### config.mk
export PLATFORM = sky130hd
export DESIGN_NAME = free_running_timer_capture
export DESIGN_NICKNAME = d
export VERILOG_FILES = /design/src/core/timer_pkg.sv /design/src/core/free_running_timer_capture.sv
export VERILOG_INCLUDE_DIRS = /design/src /design/src/core
export SDC_FILE = /design/constraint.sdc
export NUM_CORES = 1
export LEC_CHECK = 0
export BUFFER_PORTS_ARGS = -buffer_cell sky130_fd_sc_hd__buf_2
export CAP_MARGIN = 20
export CORE_UTILIZATION = 60
export CTS_CLUSTER_SIZE = 30
export DETAILED_ROUTE_END_ITERATION = 10
export GPL_ROUTABILITY_DRIVEN = 0
export HOLD_SLACK_MARGIN = 0.12
export PLACE_DENSITY = 0.8
export SLEW_MARGIN = 20
export SYNTH_ARGS = -nofsm -noshare
export SYNTH_HDL_FRONTEND = slang
export SYNTH_SLANG_ARGS = --single-unit
### constraint.sdc
create_clock -name clk -period 4.1 [get_ports clk]
set_clock_uncertainty 0.1 [all_clocks]
set_input_delay 0.615 -clock clk [delete_from_list [all_inputs] [get_ports clk]]
set_output_delay 0.615 -clock clk [all_outputs]
set_load 0.1 [all_outputs]
### src/core/timer_map.svh
// register offsets, field positions, reset values and counts for the capture timer
// assumes: included by the timer module, the bench and the checker, byte-wide register port
`ifndef TIMER_MAP_SVH
`define TIMER_MAP_SVH
`define ADDR_W            4
`define OFF_CTRL_A        4'h0
`define OFF_CTRL_B        4'h1
`define OFF_STATUS        4'h2
`define OFF_CAP1_HI       4'h3
`define OFF_CAP1_LO       4'h4
`define OFF_CAP2_HI       4'h5
`define OFF_CAP2_LO       4'h6
`define OFF_CNT_HI        4'h7
`define OFF_CNT_LO        4'h8
`define OFF_ALT_CNT_HI    4'h9
`define OFF_ALT_CNT_LO    4'hA
// control_reg_a fields
`define CA_CAP_IRQ_EN     7
`define CA_OVF_IRQ_EN     5
`define CA_EDGE1          1
// control_reg_b fields
`define CB_CLK_SEL_HI     3
`define CB_CLK_SEL_LO     2
`define CB_EDGE2          1
`define CB_EXT_EDGE       0
// timer_status_reg fields
`define ST_CAP1           7
`define ST_OVF            5
`define ST_CAP2           4
`define CNT_RELOAD        16'hFFFC
`define CNT_RESET         16'hFFFC
`define CNT_MAX           16'hFFFF
`define CTRL_RESET        8'h00
`define PRESC_W           3
`define PRESC_MASK_DIV2   3'h1
`define PRESC_MASK_DIV4   3'h3
`define PRESC_MASK_DIV8   3'h7
`endif

### src/core/timer_pkg.sv
// types for the free-running timer with input capture
// assumes: timer_map.svh sits beside it
package timer_pkg;
  typedef enum logic [1:0] {
    CLK_DIV4,
    CLK_DIV8,
    CLK_DIV2,
    CLK_EXT
  } clk_sel_t;
endpackage

### src/core/free_running_timer_capture.sv
// 16-bit free-running counter, overflow flag and two input-capture channels
// assumes: one cpu clock, byte register port with read data one cycle after the strobe
//
// Overview of operation
// - count on cpu clock divided by 2, 4, 8
// - full 65536 wrap per prescale ratio
// - main and alternate pairs show same count
// - low byte write reloads counter to FFFCh
// - high byte read buffers low byte
// - buffer frozen until low byte read
// - lone low read returns live low byte
// - wrap FFFFh to 0000h sets overflow flag
// - overflow irq needs enable and mask clear
// - clear overflow: status read, then main low access
// - alternate low access never clears overflow
// - counter keeps running in cpu wait
// - both select bits pick external clock
// - edge select picks external clock polarity
// - counter updates on cpu clock only
// - capture latches count on active edge
// - capture registers ignore writes
// - per-channel edge select for captures
// - capture sets flag, gated irq request
// - capture high read blocks until low read
`include "timer_map.svh"
`timescale 1ns/100ps
`default_nettype none

module free_running_timer_capture #(
  parameter int CH = 2
) (
  input  wire logic                 clk,
  input  wire logic                 rst,
  input  wire logic [`ADDR_W-1:0]   addr,
  input  wire logic [7:0]           wdata,
  input  wire logic                 wr,
  input  wire logic                 rd,
  output logic      [7:0]           rdata,
  input  wire logic                 cpu_irq_mask,
  input  wire logic                 cpu_wait,
  input  wire logic                 ext_clock_pin,
  input  wire logic [CH-1:0]        capture_input_pin,
  output logic                      timer_irq
);

  // ----------------------------------------------------------------
  // control registers
  // ----------------------------------------------------------------
  logic [7:0] control_reg_a_q;
  logic [7:0] control_reg_b_q;

  always_ff @(posedge clk) begin
    if (rst) begin
      control_reg_a_q <= `CTRL_RESET;
      control_reg_b_q <= `CTRL_RESET;
    end else if (wr && addr == `OFF_CTRL_A) begin
      control_reg_a_q <= wdata;
    end else if (wr && addr == `OFF_CTRL_B) begin
      control_reg_b_q <= wdata;
    end
  end

  logic             overflow_irq_enable;
  logic             capture_irq_enable;
  logic             ext_clock_edge_select;
  logic [CH-1:0]    capture_edge_select;
  timer_pkg::clk_sel_t clk_sel;

  assign overflow_irq_enable   = control_reg_a_q[`CA_OVF_IRQ_EN];
  assign capture_irq_enable    = control_reg_a_q[`CA_CAP_IRQ_EN];
  assign ext_clock_edge_select = control_reg_b_q[`CB_EXT_EDGE];
  assign clk_sel = timer_pkg::clk_sel_t'({control_reg_b_q[`CB_CLK_SEL_HI],
                                          control_reg_b_q[`CB_CLK_SEL_LO]});
  assign capture_edge_select[0] = control_reg_a_q[`CA_EDGE1];
  assign capture_edge_select[1] = control_reg_b_q[`CB_EDGE2];

  // ----------------------------------------------------------------
  // input synchronisers
  // ----------------------------------------------------------------
  // three stages; an edge counts once stages two and three disagree
  logic [2:0]       ext_sync_q;
  logic [2:0]       cap_sync_q [CH];
  logic             ext_edge;
  logic [CH-1:0]    cap_edge;

  always_ff @(posedge clk) begin
    if (rst) begin
      ext_sync_q <= 3'h0;
    end else begin
      ext_sync_q <= {ext_sync_q[1:0], ext_clock_pin};
    end
  end

  // edge select high means rising
  assign ext_edge = ext_clock_edge_select ? (ext_sync_q[1] & ~ext_sync_q[2])
                                          : (~ext_sync_q[1] & ext_sync_q[2]);

  // ----------------------------------------------------------------
  // prescaler and counter
  // ----------------------------------------------------------------
  // the cpu wait input is deliberately not looked at: counting goes on
  logic [`PRESC_W-1:0] presc_q;
  logic [`PRESC_W-1:0] presc_mask;
  logic                tick;
  logic [15:0]         count_q;
  logic                wrap;
  logic                cnt_lo_wr;

  always_comb begin
    case (clk_sel)
      timer_pkg::CLK_DIV2: presc_mask = `PRESC_MASK_DIV2;
      timer_pkg::CLK_DIV4: presc_mask = `PRESC_MASK_DIV4;
      timer_pkg::CLK_DIV8: presc_mask = `PRESC_MASK_DIV8;
      default:             presc_mask = `PRESC_MASK_DIV2;
    endcase
  end

  always_ff @(posedge clk) begin
    if (rst) begin
      presc_q <= '0;
    end else begin
      presc_q <= presc_q + 1'b1;
    end
  end

  // ext edges are resynchronised to clk, so no other clock drives the count
  assign tick = (clk_sel == timer_pkg::CLK_EXT) ? ext_edge
                                                : ((presc_q & presc_mask) == presc_mask);
  assign cnt_lo_wr = wr && (addr == `OFF_CNT_LO || addr == `OFF_ALT_CNT_LO);
  assign wrap = tick && !cnt_lo_wr && count_q == `CNT_MAX;

  always_ff @(posedge clk) begin
    if (rst) begin
      count_q <= `CNT_RESET;
    end else if (cnt_lo_wr) begin
      count_q <= `CNT_RELOAD;
    end else if (tick) begin
      count_q <= count_q + 16'h1;
    end
  end

  // ----------------------------------------------------------------
  // coherent two-byte counter read
  // ----------------------------------------------------------------
  logic [7:0] lo_buf_q;
  logic       lo_held_q;
  logic       cnt_hi_rd;
  logic       cnt_lo_rd;

  assign cnt_hi_rd = rd && (addr == `OFF_CNT_HI || addr == `OFF_ALT_CNT_HI);
  assign cnt_lo_rd = rd && (addr == `OFF_CNT_LO || addr == `OFF_ALT_CNT_LO);

  always_ff @(posedge clk) begin
    if (rst) begin
      lo_held_q <= 1'b0;
      lo_buf_q  <= 8'h00;
    end else if (cnt_lo_rd) begin
      lo_held_q <= 1'b0;
    end else if (cnt_hi_rd && !lo_held_q) begin
      lo_held_q <= 1'b1;
      lo_buf_q  <= count_q[7:0];
    end
  end

  // ----------------------------------------------------------------
  // overflow flag
  // ----------------------------------------------------------------
  logic overflow_flag_q;
  logic ovf_armed_q;
  logic status_rd;
  logic main_lo_access;

  assign status_rd      = rd && addr == `OFF_STATUS;
  // only the main low byte clears; the alternate pair is left out on purpose
  assign main_lo_access = (rd || wr) && addr == `OFF_CNT_LO;

  always_ff @(posedge clk) begin
    if (rst) begin
      overflow_flag_q <= 1'b0;
    end else if (wrap) begin
      overflow_flag_q <= 1'b1;
    end else if (ovf_armed_q && main_lo_access) begin
      overflow_flag_q <= 1'b0;
    end
  end

  always_ff @(posedge clk) begin
    if (rst) begin
      ovf_armed_q <= 1'b0;
    end else if (status_rd && overflow_flag_q) begin
      ovf_armed_q <= 1'b1;
    end else if (main_lo_access || !overflow_flag_q) begin
      ovf_armed_q <= 1'b0;
    end
  end

  // ----------------------------------------------------------------
  // capture channels
  // ----------------------------------------------------------------
  logic [15:0]   capture_value_q [CH];
  logic [CH-1:0] capture_flag_q;
  logic [CH-1:0] cap_armed_q;
  logic [CH-1:0] cap_block_q;
  logic [CH-1:0] cap_hi_rd;
  logic [CH-1:0] cap_lo_acc;
  logic [CH-1:0] cap_lo_rd;

  for (genvar i = 0; i < CH; i++) begin : g_cap
    localparam logic [`ADDR_W-1:0] HI = (i == 0) ? `OFF_CAP1_HI : `OFF_CAP2_HI;
    localparam logic [`ADDR_W-1:0] LO = (i == 0) ? `OFF_CAP1_LO : `OFF_CAP2_LO;

    assign cap_hi_rd[i]  = rd && addr == HI;
    assign cap_lo_rd[i]  = rd && addr == LO;
    assign cap_lo_acc[i] = (rd || wr) && addr == LO;
    assign cap_edge[i]   = capture_edge_select[i]
                           ? (cap_sync_q[i][1] & ~cap_sync_q[i][2])
                           : (~cap_sync_q[i][1] & cap_sync_q[i][2]);

    always_ff @(posedge clk) begin
      if (rst) begin
        cap_sync_q[i] <= 3'h0;
      end else begin
        cap_sync_q[i] <= {cap_sync_q[i][1:0], capture_input_pin[i]};
      end
    end

    // writes never reach the value register
    always_ff @(posedge clk) begin
      if (rst) begin
        capture_value_q[i] <= 16'h0000;
      end else if (cap_edge[i] && !cap_block_q[i]) begin
        capture_value_q[i] <= count_q;
      end
    end

    always_ff @(posedge clk) begin
      if (rst) begin
        cap_block_q[i] <= 1'b0;
      end else if (cap_lo_rd[i]) begin
        cap_block_q[i] <= 1'b0;
      end else if (cap_hi_rd[i]) begin
        cap_block_q[i] <= 1'b1;
      end
    end

    always_ff @(posedge clk) begin
      if (rst) begin
        capture_flag_q[i] <= 1'b0;
      end else if (cap_edge[i]) begin
        capture_flag_q[i] <= 1'b1;
      end else if (cap_armed_q[i] && cap_lo_acc[i]) begin
        capture_flag_q[i] <= 1'b0;
      end
    end

    always_ff @(posedge clk) begin
      if (rst) begin
        cap_armed_q[i] <= 1'b0;
      end else if (status_rd && capture_flag_q[i]) begin
        cap_armed_q[i] <= 1'b1;
      end else if (cap_lo_acc[i] || !capture_flag_q[i]) begin
        cap_armed_q[i] <= 1'b0;
      end
    end
  end

  // ----------------------------------------------------------------
  // interrupt request
  // ----------------------------------------------------------------
  // request stays pending in the flags until the cpu mask opens
  assign timer_irq = !cpu_irq_mask && ((overflow_irq_enable && overflow_flag_q)
                     || (capture_irq_enable && |capture_flag_q));

  // ----------------------------------------------------------------
  // read data
  // ----------------------------------------------------------------
  logic [7:0] rdata_d;
  logic [7:0] status_val;

  always_comb begin
    status_val = 8'h00;
    status_val[`ST_CAP1] = capture_flag_q[0];
    status_val[`ST_CAP2] = capture_flag_q[1];
    status_val[`ST_OVF]  = overflow_flag_q;
  end

  always_comb begin
    case (addr)
      `OFF_CTRL_A:     rdata_d = control_reg_a_q;
      `OFF_CTRL_B:     rdata_d = control_reg_b_q;
      `OFF_STATUS:     rdata_d = status_val;
      `OFF_CAP1_HI:    rdata_d = capture_value_q[0][15:8];
      `OFF_CAP1_LO:    rdata_d = capture_value_q[0][7:0];
      `OFF_CAP2_HI:    rdata_d = capture_value_q[1][15:8];
      `OFF_CAP2_LO:    rdata_d = capture_value_q[1][7:0];
      `OFF_CNT_HI,
      `OFF_ALT_CNT_HI: rdata_d = count_q[15:8];
      `OFF_CNT_LO,
      `OFF_ALT_CNT_LO: rdata_d = lo_held_q ? lo_buf_q : count_q[7:0];
      default:         rdata_d = 8'h00;
    endcase
  end

  always_ff @(posedge clk) begin
    if (rst) begin
      rdata <= 8'h00;
    end else if (rd) begin
      rdata <= rdata_d;
    end else begin
      rdata <= 8'h00;
    end
  end

endmodule

`default_nettype wire

==> results by group <==
Global route
  • GR Overflow Total: 0
  • Antenna violations before repair: 0
  • Vias in the first global route: 3,533
  • Total track usage: 0.2654
  • Largest net degree at the start of global routing: 62
  • First-pass GRT wire length: between 15 and 20 mm

Floorplan
  • Core Region: around 7700 sq um
  • Die height: ~90 um
  • Rows: 32
  • Die area: 8329 sq um
  • Io pins: 30
  • Die Width: 91.27 um
  • Initial Utilization: 0.6187

Yosys
  • Gate Count Post-Synth: 466
  • Top area cells in the synthesized netlist: dfxtp_1 (29%), edfxtp_1 (20%), mux2i_1 (11%)
  • Synth cell types: 58
  • Post-synth EDFFs: 32
  • Mapped Avg Cell Area: 10.26 sq um
  • #FFs+latches synth: 101
  • Post-synth top area share: 0.2889
  • Yosys warnings: 0
  • Syn Nets: between 400 and 500
  • Asr flop ratio synth: 0
  • Count leader, synth: dfxtp_1
  • Leading area contributor after synthesis: dfxtp_1
  • Top_reg_cell synth: dfxtp_1
  • Part of the Yosys area used for sequential elements: 0.4899
  • Synthesized area: approximately 4800 sq um
  • Synth top cells by count: dfxtp_1 (69), mux2i_1 (53), and2_1 (43)

STA
  • Final period utilization: 0.6009
  • Relative slew slack: 0.3482
  • Worst Hold Margin: 343.6 ps
  • Fmax: 405.9 MHz
  • Slew Limit Fails: 0
  • Endpoints failing hold: 0
  • Unrepaired setup endpoints after global routing: false
  • Final setup viols: 0
  • Final min period: about 2500 ps
  • Worst-Margin Slew: 977.6 ps
  • Setup TNS: 0 ps

Pwr
  • Sequential share of power: 0.587
  • Clock power share: 0.324
  • Sw Share: 0.2564
  • Max VDD drop: 0.1762 mV
  • Internal power: 0.001364 W
  • Cell Pwr Density: 358.2 nW/um^2
  • Combinational power share: 0.089
  • Leakage: between 2 and 2.5 nW
  • Switching Power: about 0.00047 W

Clock tree
  • Reg clk slew, reported paths: 100 ps
  • Max Root-Sink Buffers: 2
  • H-Tree Depth: 3
  • TritonCTS buffer count: 9
  • Clock Sinks: 101
  • Hold_buf cts: 0
  • Clock root buffer: clkbuf_8
  • CTS tree: yes
  • Post-CTS Resized: 0
  • Worst-Skew Late Latency: 370 ps
  • Post-CTS setup buffers: 0

Drt
  • DRT Wirelength: 10.41 mm
  • WL per Instance: 17.79 um
  • Antenna Nets Post-Route: 0
  • DRT iter0 DRCs: 282
  • Vias per cell: 5.998
  • Post-route DRC violation count: 0
  • Via Count: 3,509
  • Drt first pass iters: 5

Worst setup path
  • Crit-path cells: buf_2, or3b_4, a21boi_4, nor4b_4, mux2i_1
  • Worst r2r dst: count_q[14]$_SDFFE_PP1P_
  • Setup crit start: addr[2]
  • Data arrival, critical path: ~2700 ps
  • Crit end category: flip-flop
  • Worst-path maximum fanout: 28
  • CP Launch Type: input port
  • R2r startpoint: control_reg_b_q[0]$_SDFFE_PP0P_
  • Req. time, crit path: 4300 ps
  • Slowest cell on crit path: nor4b_4
  • Reg2Reg Setup Slack: 2040 ps
  • Worst Setup EP: lo_buf_q[2]$_SDFFE_PP0P_
  • Reg2reg path depth: 4
  • Largest stage delay, worst path: 710 ps
  • WS Path Type: input port to flip-flop

Final layout
  • Synth-to-Final Area Change: 7.092%
  • Diode count: 0
  • Final nets: about 500
  • Share of layout cells above drive strength 1: 0.1346

Hold path
  • Worst min-delay path class: flip-flop to flip-flop

Placement
  • Post-DP HPWL: 7.050 mm
  • PortBufs: 28

Run
  • Max-cap violation count: 0

Outcome
  • Status: completed
==> sequential cells by signal (all words and copies together) (netlist names), 2 cells and up <==
signal and flops:
cap_block_q 2, presc_q 3, control_reg_a_q 8, cap_sync_q 6
capture_value_q 32, lo_buf_q 8, control_reg_b_q 8, count_q 16
rdata 8, cap_armed_q 2, ext_sync_q 3, capture_flag_q 2
==> final cells by class <==
| cell class | instances | area (sq um) |
|---|---|---|
| inverters | 10 | 37.54 |
| clock inverters | 6 | 45.04 |
| well taps | 102 | 127.6 |
| multi-input cells | 324 | 2260 |
| flip-flops and latches | 101 | 2342 |
| fillers | 614 | 2608 |
| repair buffers | 32 | 170.2 |
| clock buffers | 10 | 137.6 |
==> worst min-delay path by stage <==
stage	from	end	slack, ps	cells past startpoint
finish	ext_sync_q[0]$_SDFF_PP0_	ext_sync_q[1]$_SDFF_PP0_	340	1
global route	capture_input_pin[0]	cap_sync_q[0][0]$_SDFF_PP0_	340	2
CTS	ext_clock_pin	ext_sync_q[0]$_SDFF_PP0_	340	2
detailed placement	ext_sync_q[0]$_SDFF_PP0_	ext_sync_q[1]$_SDFF_PP0_	320	1
global placement	cap_sync_q[0][0]$_SDFF_PP0_	cap_sync_q[0][1]$_SDFF_PP0_	320	1
floorplan	cap_sync_q[0][0]$_SDFF_PP0_	cap_sync_q[0][1]$_SDFF_PP0_	310	1
==> placed cells by master, fill, tap and decap left out, types with 4 or more instances in the layout <==
| cell | n |
|---|---|
| a21oi_1 | 32 |
| mux2i_1 | 53 |
| o211ai_1 | 5 |
| nor2_1 | 41 |
| nand2b_1 | 18 |
| buf_2 | 28 |
| and2_1 | 43 |
| a211oi_1 | 4 |
| edfxtp_1 | 32 |
| a21boi_0 | 4 |
| dfxtp_1 | 69 |
| nand2_1 | 12 |
| clkbuf_8 | 10 |
| buf_4 | 4 |
| nand3_1 | 10 |
| nor3b_1 | 4 |
| nor4_1 | 4 |
| nor3_1 | 4 |
| nor2b_1 | 13 |
| nand3b_1 | 8 |
| inv_1 | 10 |
| a221oi_1 | 5 |
| o21ai_0 | 9 |
| mux2_2 | 5 |
==> power groups by stage <==
stage	sequential [W]	clock, W	combinational [W]
3_5_place_dp	0.00110	0	0.000161
6_report	0.00108	0.000594	0.000163
4_1_cts	0.00108	0.000602	0.000162
2_1_floorplan	0.00111	0	0.000108
3_3_place_gp	0.00110	0	0.000157
5_1_grt	0.00108	0.000636	0.000176
==> through the flow <==
step / instance area, sq um / std cells / total power, W / worst slack, ps / util
2_1_floorplan: 4781 / 466 / 0.001221 / 1309 / -
3_3_place_gp: 4937 / 569 / 0.001256 / 1322 / 0.6389
3_5_place_dp: 4937 / 569 / 0.001261 / 1241 / 0.6389
4_1_cts: 5120 / 585 / 0.001840 / 1650 / 0.6626
5_1_grt: 5120 / 585 / 0.001892 / 1514 / 0.6626
6_report: 5120 / 585 / 0.001834 / 1636 / 0.6626
==> metal layers <==
metal | up-vias | track usage | wire length [um]
met5 | - | 0 | 0
met4 | 0 | 0.1138 | 230
met3 | 19 | 0.04188 | 455
met2 | 90 | 0.4665 | 5259
met1 | 1702 | 0.3220 | 4465
li1 | 1698 | - | -
==> worst max-delay path: cells and delay by family <==
kind                   cells  cell delay [ps]
AO/OA/AOI/OAI              1              300
buffers and inverters      1              270
multiplexers               1              280
AND/OR/NAND/NOR            2             1180
==> kinds of logic (layout without fill, tap and decap cells) <==
| family | Yosys count | in the layout | share of synthesized area |
|---|---|---|---|
| compound gates | 90 | 90 | 0.1290 |
| xor+xnor | 1 | 1 | 0.001832 |
| fa+ha+maj | 2 | 2 | 0.005233 |
| buf+inv | 41 | 58 | 0.03742 |
| flops | 101 | 101 | 0.4899 |
| mux | 59 | 59 | 0.1275 |
| simple gates | 172 | 172 | 0.2091 |
No activity file was read; power rests on OpenSTA's default activity.
